==> src/bbsp_regs.vh <==
/*
 Timing constants for the host-side controller of an 8K x 8 battery-backed
 static memory port. Assumes a 25 MHz core clock (40 ns period).
*/
`ifndef BBSP_REGS_VH
`define BBSP_REGS_VH
`define BBSP_CLK_PERIOD_NS 40
`define BBSP_ADDR_W 13
`define BBSP_DATA_W 8
`define BBSP_ADDR_ACCESS_NS 100
`define BBSP_DRIVE_ACCESS_NS 50
`define BBSP_STROBE_FLOAT_NS 50
`define BBSP_WR_PULSE_NS 80
`define BBSP_CYCLE_NS 100
`define BBSP_ADDR_HOLD_NS 10
`define BBSP_DATA_HOLD_NS 5
`define BBSP_RECOVERY_NS 2000000
`define BBSP_CYC_UP(ns) (((ns) + `BBSP_CLK_PERIOD_NS - 1) / `BBSP_CLK_PERIOD_NS)
`define BBSP_CYC_MIN1(ns) ((`BBSP_CYC_UP(ns) < 1) ? 1 : `BBSP_CYC_UP(ns))
`define BBSP_READ_CYC `BBSP_CYC_MIN1(`BBSP_ADDR_ACCESS_NS)
`define BBSP_FLOAT_CYC `BBSP_CYC_MIN1(`BBSP_STROBE_FLOAT_NS)
`define BBSP_WR_CYC `BBSP_CYC_MIN1(`BBSP_WR_PULSE_NS)
`define BBSP_CYCLE_CYC `BBSP_CYC_MIN1(`BBSP_CYCLE_NS)
`define BBSP_HOLD_CYC `BBSP_CYC_MIN1(`BBSP_ADDR_HOLD_NS)
`define BBSP_RECOVERY_CYC (`BBSP_RECOVERY_NS / `BBSP_CLK_PERIOD_NS)
`endif

==> src/bbsp_host.v <==
/*
 Host-side controller driving an 8K x 8 asynchronous static memory with a
 power-fail indication. Turns one-cycle read and write requests into pin
 sequences with the memory's timing. Assumes the memory pins connect
 directly and the supply-fail level arrives asynchronously. Requests
 come from logic on CORE_CLK and need no synchroniser.
*/
`timescale 1ns/10ps
`default_nettype none
`include "bbsp_regs.vh"
module bbsp_host #(
    parameter ADDR_W = `BBSP_ADDR_W,
    parameter DATA_W = `BBSP_DATA_W,
    parameter RECOVERY_CYC = `BBSP_RECOVERY_CYC
) (
    input wire CORE_CLK,
    input wire RESET,
    input wire REQ_VALID,
    input wire REQ_WRITE,
    input wire [ADDR_W-1:0] REQ_ADDR,
    input wire [DATA_W-1:0] REQ_WDATA,
    output wire REQ_READY,
    output reg RSP_VALID,
    output reg [DATA_W-1:0] RSP_RDATA,
    output wire MEM_ONLINE,
    input wire SUPPLY_FAIL,
    output reg [ADDR_W-1:0] BYTE_LOCATION,
    output reg SELECT_N,
    output reg DRIVE_N,
    output reg STROBE_N,
    input wire [DATA_W-1:0] BYTE_LANE_I,
    output reg [DATA_W-1:0] BYTE_LANE_O,
    output reg BYTE_LANE_OE
);
    localparam ST_RECOVER = 3'h0;
    localparam ST_IDLE = 3'h1;
    localparam ST_READ = 3'h2;
    localparam ST_FLOAT = 3'h3;
    localparam ST_WRITE = 3'h4;
    localparam ST_HOLD = 3'h5;
    // The counter is sized for the full recovery interval at the core clock.
    localparam CNT_W = 24;

    function [CNT_W-1:0] cyc;
        input integer n;
        begin
            cyc = n[CNT_W-1:0];
        end
    endfunction

    // True on the last cycle of a timed phase; a load of zero also ends at once.
    function cnt_done;
        input [CNT_W-1:0] c;
        begin
            cnt_done = (c <= cyc(1));
        end
    endfunction

    // One step down of the phase counter, shared by every timed state.
    function [CNT_W-1:0] cnt_dec;
        input [CNT_W-1:0] c;
        begin
            cnt_dec = c - cyc(1);
        end
    endfunction

    reg [2:0] state_reg;
    reg [CNT_W-1:0] cnt_reg;
    reg [DATA_W-1:0] lane_s1_reg;
    reg [DATA_W-1:0] lane_s2_reg;
    wire fail_sync;

    // The fail level is treated as pessimistic: reset assumes power is down.
    bbsp_sync #(.RESET_VAL(1'b1)) u_fail_sync (
        .clk(CORE_CLK),
        .rst(RESET),
        .d(SUPPLY_FAIL),
        .q(fail_sync)
    );

    // Ready falls with the synchronised fail level, so no request is taken then.
    assign REQ_READY = (state_reg == ST_IDLE) && !fail_sync;
    assign MEM_ONLINE = (state_reg != ST_RECOVER);

    // The lane is sampled through two stages; the read count allows for them.
    always @(posedge CORE_CLK) begin
        if (RESET) begin
            lane_s1_reg <= 8'h00;
            lane_s2_reg <= 8'h00;
        end else begin
            lane_s1_reg <= BYTE_LANE_I;
            lane_s2_reg <= lane_s1_reg;
        end
    end

    always @(posedge CORE_CLK) begin
        if (RESET) begin
            state_reg <= ST_RECOVER;
            cnt_reg <= cyc(RECOVERY_CYC);
            SELECT_N <= 1'b1;
            DRIVE_N <= 1'b1;
            STROBE_N <= 1'b1;
            BYTE_LOCATION <= 13'h0000;
            BYTE_LANE_O <= 8'h00;
            BYTE_LANE_OE <= 1'b0;
            RSP_VALID <= 1'b0;
            RSP_RDATA <= 8'h00;
        end else begin
            RSP_VALID <= 1'b0;
            if (fail_sync) begin
                // Deselect at once; an interrupted write may spoil only its byte.
                state_reg <= ST_RECOVER;
                cnt_reg <= cyc(RECOVERY_CYC);
                SELECT_N <= 1'b1;
                DRIVE_N <= 1'b1;
                STROBE_N <= 1'b1;
                BYTE_LANE_OE <= 1'b0;
            end else begin
                case (state_reg)
                    ST_RECOVER: begin
                        // Select stays high for the whole interval, so a rising supply cannot write.
                        if (cnt_done(cnt_reg)) begin
                            state_reg <= ST_IDLE;
                        end else begin
                            cnt_reg <= cnt_dec(cnt_reg);
                        end
                    end
                    ST_IDLE: begin
                        // Requests are taken only here, so nothing queues behind a busy access.
                        if (REQ_VALID) begin
                            BYTE_LOCATION <= REQ_ADDR;
                            SELECT_N <= 1'b0;
                            if (REQ_WRITE) begin
                                // Drive stays high so the memory never fights our data.
                                STROBE_N <= 1'b0;
                                BYTE_LANE_O <= REQ_WDATA;
                                BYTE_LANE_OE <= 1'b1;
                                cnt_reg <= cyc(`BBSP_WR_CYC);
                                state_reg <= ST_WRITE;
                            end else begin
                                DRIVE_N <= 1'b0;
                                // Two extra cycles cover the pin synchroniser.
                                cnt_reg <= cyc(`BBSP_READ_CYC + 2);
                                state_reg <= ST_READ;
                            end
                        end
                    end
                    ST_READ: begin
                        if (cnt_done(cnt_reg)) begin
                            RSP_RDATA <= lane_s2_reg;
                            RSP_VALID <= 1'b1;
                            SELECT_N <= 1'b1;
                            DRIVE_N <= 1'b1;
                            // Wait for the memory to release the lane before the next access.
                            cnt_reg <= cyc(`BBSP_FLOAT_CYC);
                            state_reg <= ST_FLOAT;
                        end else begin
                            cnt_reg <= cnt_dec(cnt_reg);
                        end
                    end
                    ST_FLOAT: begin
                        // The memory may still drive the lane for its float time after deselect.
                        if (cnt_done(cnt_reg)) begin
                            state_reg <= ST_IDLE;
                        end else begin
                            cnt_reg <= cnt_dec(cnt_reg);
                        end
                    end
                    ST_WRITE: begin
                        // Address and data held from the first edge.
                        if (cnt_done(cnt_reg)) begin
                            STROBE_N <= 1'b1;
                            SELECT_N <= 1'b1;
                            cnt_reg <= cyc(`BBSP_HOLD_CYC);
                            state_reg <= ST_HOLD;
                        end else begin
                            cnt_reg <= cnt_dec(cnt_reg);
                        end
                    end
                    ST_HOLD: begin
                        // Address and data remain one more cycle past the end edge.
                        if (cnt_done(cnt_reg)) begin
                            BYTE_LANE_OE <= 1'b0;
                            state_reg <= ST_IDLE;
                        end else begin
                            cnt_reg <= cnt_dec(cnt_reg);
                        end
                    end
                    default: begin
                        // An illegal state takes the safe path through a full recovery.
                        state_reg <= ST_RECOVER;
                        cnt_reg <= cyc(RECOVERY_CYC);
                    end
                endcase
            end
        end
    end
endmodule // bbsp_host
`default_nettype wire

==> src/bbsp_sync.v <==
/*
 Two-flip-flop synchroniser for one level arriving from outside CORE_CLK.
 Assumes a synchronous active-high reset.
*/
`timescale 1ns/10ps
`default_nettype none
module bbsp_sync #(
    parameter RESET_VAL = 1'b0
) (
    input wire clk,
    input wire rst,
    input wire d,
    output reg q
);
    reg meta_reg;
    always @(posedge clk) begin
        if (rst) begin
            meta_reg <= RESET_VAL;
            q <= RESET_VAL;
        end else begin
            meta_reg <= d;
            q <= meta_reg;
        end
    end
endmodule // bbsp_sync
`default_nettype wire

==> config.mk <==
export PLATFORM = sky130hd
export DESIGN_NAME = bbsp_host
export DESIGN_NICKNAME = d
export VERILOG_FILES = /design/src/bbsp_host.v /design/src/bbsp_sync.v
export VERILOG_INCLUDE_DIRS = /design/src
export SDC_FILE = /design/constraint.sdc
export NUM_CORES = 1
export LEC_CHECK = 0
export ABC_AREA = 1
export BUFFER_PORTS_ARGS = -buffer_cell sky130_fd_sc_hd__buf_2
export CAP_MARGIN = 5
export CORE_MARGIN = 2
export CORE_UTILIZATION = 41
export DETAILED_ROUTE_END_ITERATION = 8
export SLEW_MARGIN = 20
export SYNTH_ARGS = -nofsm -noshare
export SYNTH_HDL_FRONTEND = slang
export SYNTH_HIERARCHICAL = 1
export SYNTH_SLANG_ARGS = --single-unit
==> constraint.sdc <==
create_clock -name CORE_CLK -period 3.3 [get_ports CORE_CLK]
set_clock_uncertainty 0.05 [all_clocks]
set_input_delay 0.495 -clock CORE_CLK [delete_from_list [all_inputs] [get_ports CORE_CLK]]
set_output_delay 0.495 -clock CORE_CLK [all_outputs]
set_load 0.01 [all_outputs]
# After elaboration in Yosys (flattened, before gate mapping)
# Cells that the tools add are included.
[classes]
n_addsub = 1
n_lt_le_gt_ge = 1
eq_ne = 14
mux = 26
bitwise_logic = 2
reduce_logical = 21
[ops]
columns = ["op", "n"]
rows = [
  ["two-way mux 24 bit", 4],
  ["one-hot mux 24 bit (4 select lines)", 1],
  ["less-or-equal comparator 24 x 1 -> 1 bit (second input constant)", 1],
  ["subtractor 24 x 1 -> 24 bit (second input constant)", 1],
  ["AND reduction 4 bit", 5],
  ["two-way mux 3 bit", 6],
  ["inequality test 2 bit (second input constant)", 7],
  ["one-hot mux 3 bit (4 select lines)", 1],
  ["two-way mux 1 bit", 10],
  ["AND reduction 3 bit", 3],
  ["one-hot mux 1 bit (2 select lines)", 4],
  ["nonzero test 2 bit", 4],
  ["== test 3 x 2 -> 1 bit (second input constant)", 2],
  ["== test 3 bit (second input constant)", 2],
  ["OR reduction 3 bit", 2],
  ["inequality test 2 x 1 -> 1 bit (second input constant)", 2],
  ["OR reduction 2 bit", 2],
  ["== test 3 x 1 -> 1 bit (second input constant)", 1],
  ["zero test 3 bit", 1],
  ["nonzero test 3 bit", 1],
  ["inverter 1 bit", 2],
  ["AND reduction 2 bit", 1],
  ["logical AND 1 bit", 1],
  ["zero test 1 bit", 1],
]
[word_totals]
ff_bits = 79
input_bits = 34
out_inout_bits = 36
word_cells = 79

# Longest topological paths before layout
# Gate-level depths: netlist of the first run.
[depth]
ltp_word = 4
mapped_depth = 14
ltp_nobuf = 13

# Modules after synthesis
# Netlist of the first run, hierarchy kept.
[modules_own_cells]
columns = ["mod", "n_inst", "cells_per_inst", "area_per_inst_um2", "seq_area_each_um2"]
rows = [
  ["bbsp_host", 1, 505, 3503.4, 1541.5],
  ["bbsp_sync", 1, 7, 58.8, 40.0],
]

# Worst setup path before layout of the first run
# Ideal clock, no wire load.
[synth_path]
kind = "register to register"
startpoint = "reg cnt_reg[0]"
endpoint = "reg cnt_reg[0]"
setup_time_ns = 0.135
arrival_ns = 1.516
required_time_ns = 3.115
setup_slack_ns = 1.599
stages_incl_launch_ff = 13
n_path_buf = 1
period_less_slack_ns = 1.701
path_cell_list = "dfxtp_1 inv_1 ha_1 nor2_1 nor2_1 nand2_1 nor2_2 nand3_4 nand2_4 inv_2 buf_2 nand2_1 a21oi_2"
[synth_via]
elab_chain_len = 3
[synth_rtl]
columns = ["item", "line", "rtl"]
rows = [
  ["start: declaration", "bbsp_host.v:68", "reg [CNT_W-1:0] cnt_reg;"],
  ["start signal: assignment", "bbsp_host.v:99", "cnt_reg <= cyc(RECOVERY_CYC);"],
  ["start signal: assignment", "bbsp_host.v:113", "cnt_reg <= cyc(RECOVERY_CYC);"],
  ["start signal: assignment", "bbsp_host.v:125", "cnt_reg <= cnt_dec(cnt_reg);"],
  ["subtractor 24 x 1 -> 24 bit / less-or-equal comparator 24 x 1 -> 1 bit (equally long branches)", "bbsp_host.v:63, bbsp_host.v:55", ""],
  ["two-way mux 24 bit, or another cell as far along", "bbsp_host.v:122, bbsp_host.v:163, bbsp_host.v:182", ""],
  ["one-hot mux 24 bit (4 select lines) / AND reduction 2 bit (equally long branches)", "--", ""],
]
# Parallel ways exist; a longest one is shown, timed or not. The select of a mux whose other input is x is not followed.
# A chain may end at the register's enable or synchronous reset.

# Worst setup path after layout of the first run
[layout_path]
startpoint = "reg cnt_reg[0]"
endpoint = "reg cnt_reg[18]"
# Same word-level chain as after synthesis.

==> flow_summary.ini, run 1 <==
[status]
status = completed

[synth]
syn_area_per_cell_sq_um = 6.957
synth_nets = 548
netlist_instances = 512
ys_warn_count = 6
yosysSeqAreaShare = 0.4440
syn_area_sq_mm = 0.003562
ys_seq_elements = 79
synth.distinct_cells = 34

[sta]
finalSetupTns_ns = 0
slew_headroom = 0.5336
period_share = 0.6653
fmax_mhz = 455.5
hold_violations = 0
slew_viol_final = 0
rsz0062_at_grt = no
fin_crit_ns = 2.195
tightest_slew_ns = 0.6988
setup_viol = 0

[cts]
numClockSinks = 79
cts_tree = yes
post_cts_buffers = 0
clock_tree.root_cell = clkbuf_8
clkSlewWorstSetupHoldPaths_ns = 0.09
worstSkewPairLatency_ns = 0.35
ctsHoldBuffers = 0
cts_buffer_depth = 2
cts_resized = 0
htreeDepth = 3
numCtsBuffers = 9

[floorplan]
die-area_sq_mm = 0.009450
fp-row-count = 34
dieHeight_microns = 97.21
chipWidth_microns = 97.21
io_pins = 70
start_util = 0.4166
core_sq_mm = 0.008551

[setup_path]
critPathMaxFanout = 21
critPathLaunchType = flop
crit_path_end_kind = flop
crit_type = flop to flop
worst_ep_arrival_time_ns = 2.43
ff2ff_setup_slack_ns = 1.10
cp.required_ns = 3.53

[finish]
nNetsFinal = 617
largest_register_ff_count = 24
area_growth_pct = 17.77
finalNonFillerCells = 694
layout-drive-gt1-share = 0.1997
antenna_cells = 0

[global_route]
grt_usage = 0.1799
grt_overflow_total = 0
grt_pass1_vias = 3041
grt_max_degree = 30
grt_first_pass_wirelength_mm = 14.01
antenna_found_initial = 0

[pwr]
power.leakage_nw = 2.048
vdd_ir_drop_max_uv = 260.7
power.density_mw_per_mm2 = 427.0

[routing]
drt_iter0_markers = 138
drc = 0
wl_mm = 8.195
routed_via_density = 4.699
via_count = 3261
wl_per_cell_microns = 11.81
drt_pre_antenna_iters = 4
ant_nets = 0

[run]
cap_viol_max_count = 0

[placement]
dp_cells = 678
io_buffers = 69
place_congestion = 0.8607
dpl.hpwl_mm = 6.132

[min_path]
hp-class = primary input to flop
[critical path, cell delays in order, from the launching register on]
cell and delay (ns):
dfxtp_1 0.33, inv_1 0.10, ha_1 0.21, nor2_1 0.05, nor2_1 0.09, nand2_1 0.07, nor2_2 0.19, nand3_4 0.16
nand2_4 0.24, inv_2 0.21, a21oi_4 0.25, nand2_1 0.07, nor2_1 0.09
[placed cells by master (no fill, tap or decap), types with 6 or more instances in the layout]
master / instances
nor2_1: 112
nand2_1: 85
dfxtp_1: 79
inv_1: 75
buf_2: 69
o21ai_0: 45
nand3_1: 27
a21oi_1: 16
xor2_1: 9
clkbuf_8: 9
nor3_1: 8
inv_2: 7
nor2_2: 6
[cells in the mapped netlist, drive strengths merged]
cell / count / area [sq um]
clkinv: 1 / 3.750
nand2: 91 / 361.6
nand3: 29 / 162.7
inv: 82 / 307.8
a21oi: 22 / 140.1
nor2: 120 / 480.5
nor3: 8 / 40.04
nor4: 1 / 6.260
a31o: 1 / 8.760
clkbuf: 5 / 18.77
o21ai: 46 / 234.0
nand4: 5 / 31.28
xor2: 9 / 78.83
o22ai: 1 / 6.260
a211o: 1 / 8.760
xnor2: 1 / 8.760
a211oi: 1 / 7.510
dfxtp: 79 / 1582
buf: 6 / 43.79
or2: 1 / 6.260
ha: 2 / 25.02
[logic make-up (layout without fill, tap and decap cells)]
| family | count (synthesis) | after routing | share of synthesized area |
|---|---|---|---|
| AOI/OAI and AO/OA | 72 | 72 | 0.1138 |
| DFF | 79 | 79 | 0.4440 |
| adders and majority gates | 2 | 2 | 0.007024 |
| xor gates and xnor gates | 10 | 10 | 0.02459 |
| and+or+nand+nor | 255 | 255 | 0.3056 |
| buffers and inverters | 94 | 168 | 0.1050 |
[area by class of cell]
class | instances | area [sq um]
tap | 108 | 135.1
clock buffer | 9 | 123.9
inverter | 83 | 311.5
sequential | 79 | 1582
timing repair buffer | 69 | 345.3
fill | 908 | 4355
clock inverter | 7 | 91.34
multi-input combinational | 339 | 1607
[where the power goes]
| group | internal, mW | switching, mW | total [mW] |
|---|---|---|---|
| Sequential | 0.964 | 0.00429 | 0.969 |
| Clock | 0.366 | 0.387 | 0.753 |
| Combinational | 0.0293 | 0.0402 | 0.0695 |
| Total | 1.36 | 0.432 | 1.79 |
[path summary, 6_finish.rpt]
| path | cells after the start | from | to |
|---|---|---|---|
| min reg2reg | 2 | lane_s1_reg[7] | lane_s2_reg[7] |
| min | 3 | SUPPLY_FAIL | u_fail_sync/meta_reg |
| max reg2reg | 12 | cnt_reg[0] | cnt_reg[18] |
| max | 12 | cnt_reg[0] | cnt_reg[18] |
[stage by stage]
| stage | hold WS [ns] | area (sq um) | total power [mW] | utilization | worst slack [ns] |
|---|---|---|---|---|---|
| 4_1_cts | 0.2661 | 4195 | 1.817 | 0.4906 | 1.092 |
| 6_report | 0.2745 | 4195 | 1.792 | 0.4906 | 1.105 |
| 3_5_place_dp | 0.3440 | 3980 | 1.062 | 0.4655 | 1.053 |
| 2_1_floorplan | 0.3295 | 3562 | 1.032 | - | 1.599 |
| 3_3_place_gp | 0.3348 | 3980 | 1.060 | 0.4655 | 1.087 |
| 5_1_grt | 0.2801 | 4195 | 1.876 | 0.4906 | 0.8253 |
[metal layers]
metal | part of all wire | track usage | vias to the layer above | routed length (microns)
met3 | 0.033 | 0.03381 | 14 | 271
met1 | 0.47 | 0.2291 | 1465 | 3869
li1 | - | - | 1726 | -
met4 | 0.018 | 0.06410 | 0 | 150
met5 | 0 | 0 | - | 0
met2 | 0.48 | 0.3056 | 56 | 3903
(Power assumes the default switching activity.)
==> run 2: changes to the inputs <==
==> constraint.sdc (replaced) <==
create_clock -name CORE_CLK -period 2.17 [get_ports CORE_CLK]
set_clock_uncertainty 0.05 [all_clocks]
set_input_delay 0.3255 -clock CORE_CLK [delete_from_list [all_inputs] [get_ports CORE_CLK]]
set_output_delay 0.3255 -clock CORE_CLK [all_outputs]
set_load 0.01 [all_outputs]
==> run 2 against run 1 <==
Against the previous run: final cell count increased by 1.0%; combinational power up 58%; clock power is 38% higher; sequential cell count unchanged; critical path type unchanged; critical endpoint is now cnt_reg[13]; largest power group unchanged.
==> flow_summary.ini, run 2 (synthesized netlist as in run 1, its figures left out) <==
[routing]
wl_mm = 8.137
via_count = 3294
drt_pre_antenna_iters = 4
routed_via_density = 4.699
drc = 0
ant_nets = 0
drt_iter0_markers = 149
wl_per_cell_microns = 11.61

[global_route]
grt_first_pass_wirelength_mm = 14.03
grt_usage = 0.1780
grt_pass1_vias = 3026
grt_max_degree = 30
grt_overflow_total = 0
antenna_found_initial = 0

[placement]
dpl_cell_area_sq_mm = 0.004010
dpl.hpwl_mm = 6.018
place_congestion = 0.9164
dp_slack_ns = 0.01835
io_buffers = 69

[setup_path]
cp.required_ns = 2.37
worst_ep_arrival_time_ns = 2.18
crit_type = flop to flop
cpMaxStageDelayCell = dfxtp_1
crit_path_end_kind = flop
timing.critical_path.buf_inv = 2
ff2ff_setup_slack_ns = 0.19
slowest_delay_ns = 0.33
critPathMaxFanout = 6
critPathLaunchType = flop
path_delay_family = simple AND/OR/NAND/NOR gates
crit_chain = inv_1 -> ha_1 -> nand3_2 -> nand2_1 -> nand2_1 -> nor2_1 -> o21ai_0 -> o21ai_2 -> buf_4 -> nor2_1

[sta]
fmax_mhz = 505.3
finalSetupTns_ns = 0
period_share = 0.9120
slew_viol_final = 0
tightest_slew_ns = 0.7020
rsz0062_at_grt = no
layout_setup_ws_ns = 0.1909
whs_ns = 0.09995
setup_viol = 0
fin_crit_ns = 1.979
slew_headroom = 0.5315
hold_violations = 0

[floorplan]
chipWidth_microns = 97.21
dieHeight_microns = 97.21
die-area_sq_mm = 0.009450
fp-row-count = 34
start_util = 0.4166
core_sq_mm = 0.008551
io_pins = 70

[min_path]
hp-class = primary input to flop

[finish]
largest_register_ff_count = 24
antenna_cells = 0
layout-drive-gt1-share = 0.2108
layout_commonest_cell = nor2_1
fin_area_sq_mm = 0.004244
area_growth_pct = 19.14
mostFrequentLayoutCells = nor2_1 (112), nand2_1 (85), dfxtp_1 (79), inv_1 (75), buf_2 (69)
nNetsFinal = 624

[pwr]
power.leakage_nw = 2.077
vdd_ir_drop_max_uv = 324.7
power.density_mw_per_mm2 = 618.9
total_power_mw = 2.627

[cts]
cts_buffer_depth = 2
ctsHoldBuffers = 0
numCtsBuffers = 9
clkSlewWorstSetupHoldPaths_ns = 0.09
numClockSinks = 79
clock_tree.root_cell = clkbuf_8
cts_tree = yes
htreeDepth = 3
worstSkewPairLatency_ns = 0.35

[status]
status = completed

[run]
cap_viol_max_count = 0
run 2: changes by cell type in the layout (fill, tap and decap cells not counted), sizes merged:
cell / delta
buf: +7
bufinv: -1
clkbuf: +1
clkinv: -1
clkinvlp: +1
run 2: what timing repair did:
| action | in CTS | in global routing |
|---|---|---|
| setup buffers | 3 | 0 |
| setup endpoints to repair | 6 | 22 |
| pin swaps | 1 | 0 |
| resized for setup | 0 | 5 |
run 2: path summary, 6_finish.rpt:
check | startpoint | endpoint | cells after the start
setup / recovery | cnt_reg[0] | cnt_reg[13] | 10
setup reg to reg | cnt_reg[0] | cnt_reg[13] | 10
hold reg to reg | lane_s1_reg[1] | lane_s2_reg[1] | 2
hold / removal | SUPPLY_FAIL | u_fail_sync/meta_reg | 3
run 2: worst register-to-register path: stages (launching register included):
cell and delay (ns):
dfxtp_1 0.33, inv_1 0.10, ha_1 0.23, nand3_2 0.18
nand2_1 0.10, nand2_1 0.05, nor2_1 0.21, o21ai_0 0.22
o21ai_2 0.22, buf_4 0.16, nor2_1 0.04
run 2: where the power goes:
group,internal [mW],switching (mW)
sequential,1.47,0.00605
clock,0.462,0.582
combinational,0.0478,0.0624
run 2: final cells by class:
cell class	count	area (sq um)
Tap cell	108	135.1
Multi-Input combinational cell	339	1625
Sequential cell	79	1582
Inverter	83	314.1
Clock buffer	10	137.6
Timing Repair Buffer	76	397.9
Clock inverter	6	52.55
Fill cell	868	4307
run 2: per-layer routing:
| layer | track usage | part of all wire |
|---|---|---|
| met3 | 0.02950 | 0.040 |
| met4 | 0.06517 | 0.018 |
| met2 | 0.2997 | 0.47 |
| met5 | 0 | 0 |
| met1 | 0.2305 | 0.47 |
run 2: per-stage QoR:
| step | cells | util |
|---|---|---|
| 6_report | 701 | 0.4963 |
| 5_1_grt | 701 | 0.4963 |
| 4_1_cts | 701 | 0.4939 |
| 3_5_place_dp | 682 | 0.4690 |
| 3_3_place_gp | 682 | 0.4690 |
| 2_1_floorplan | 512 | - |
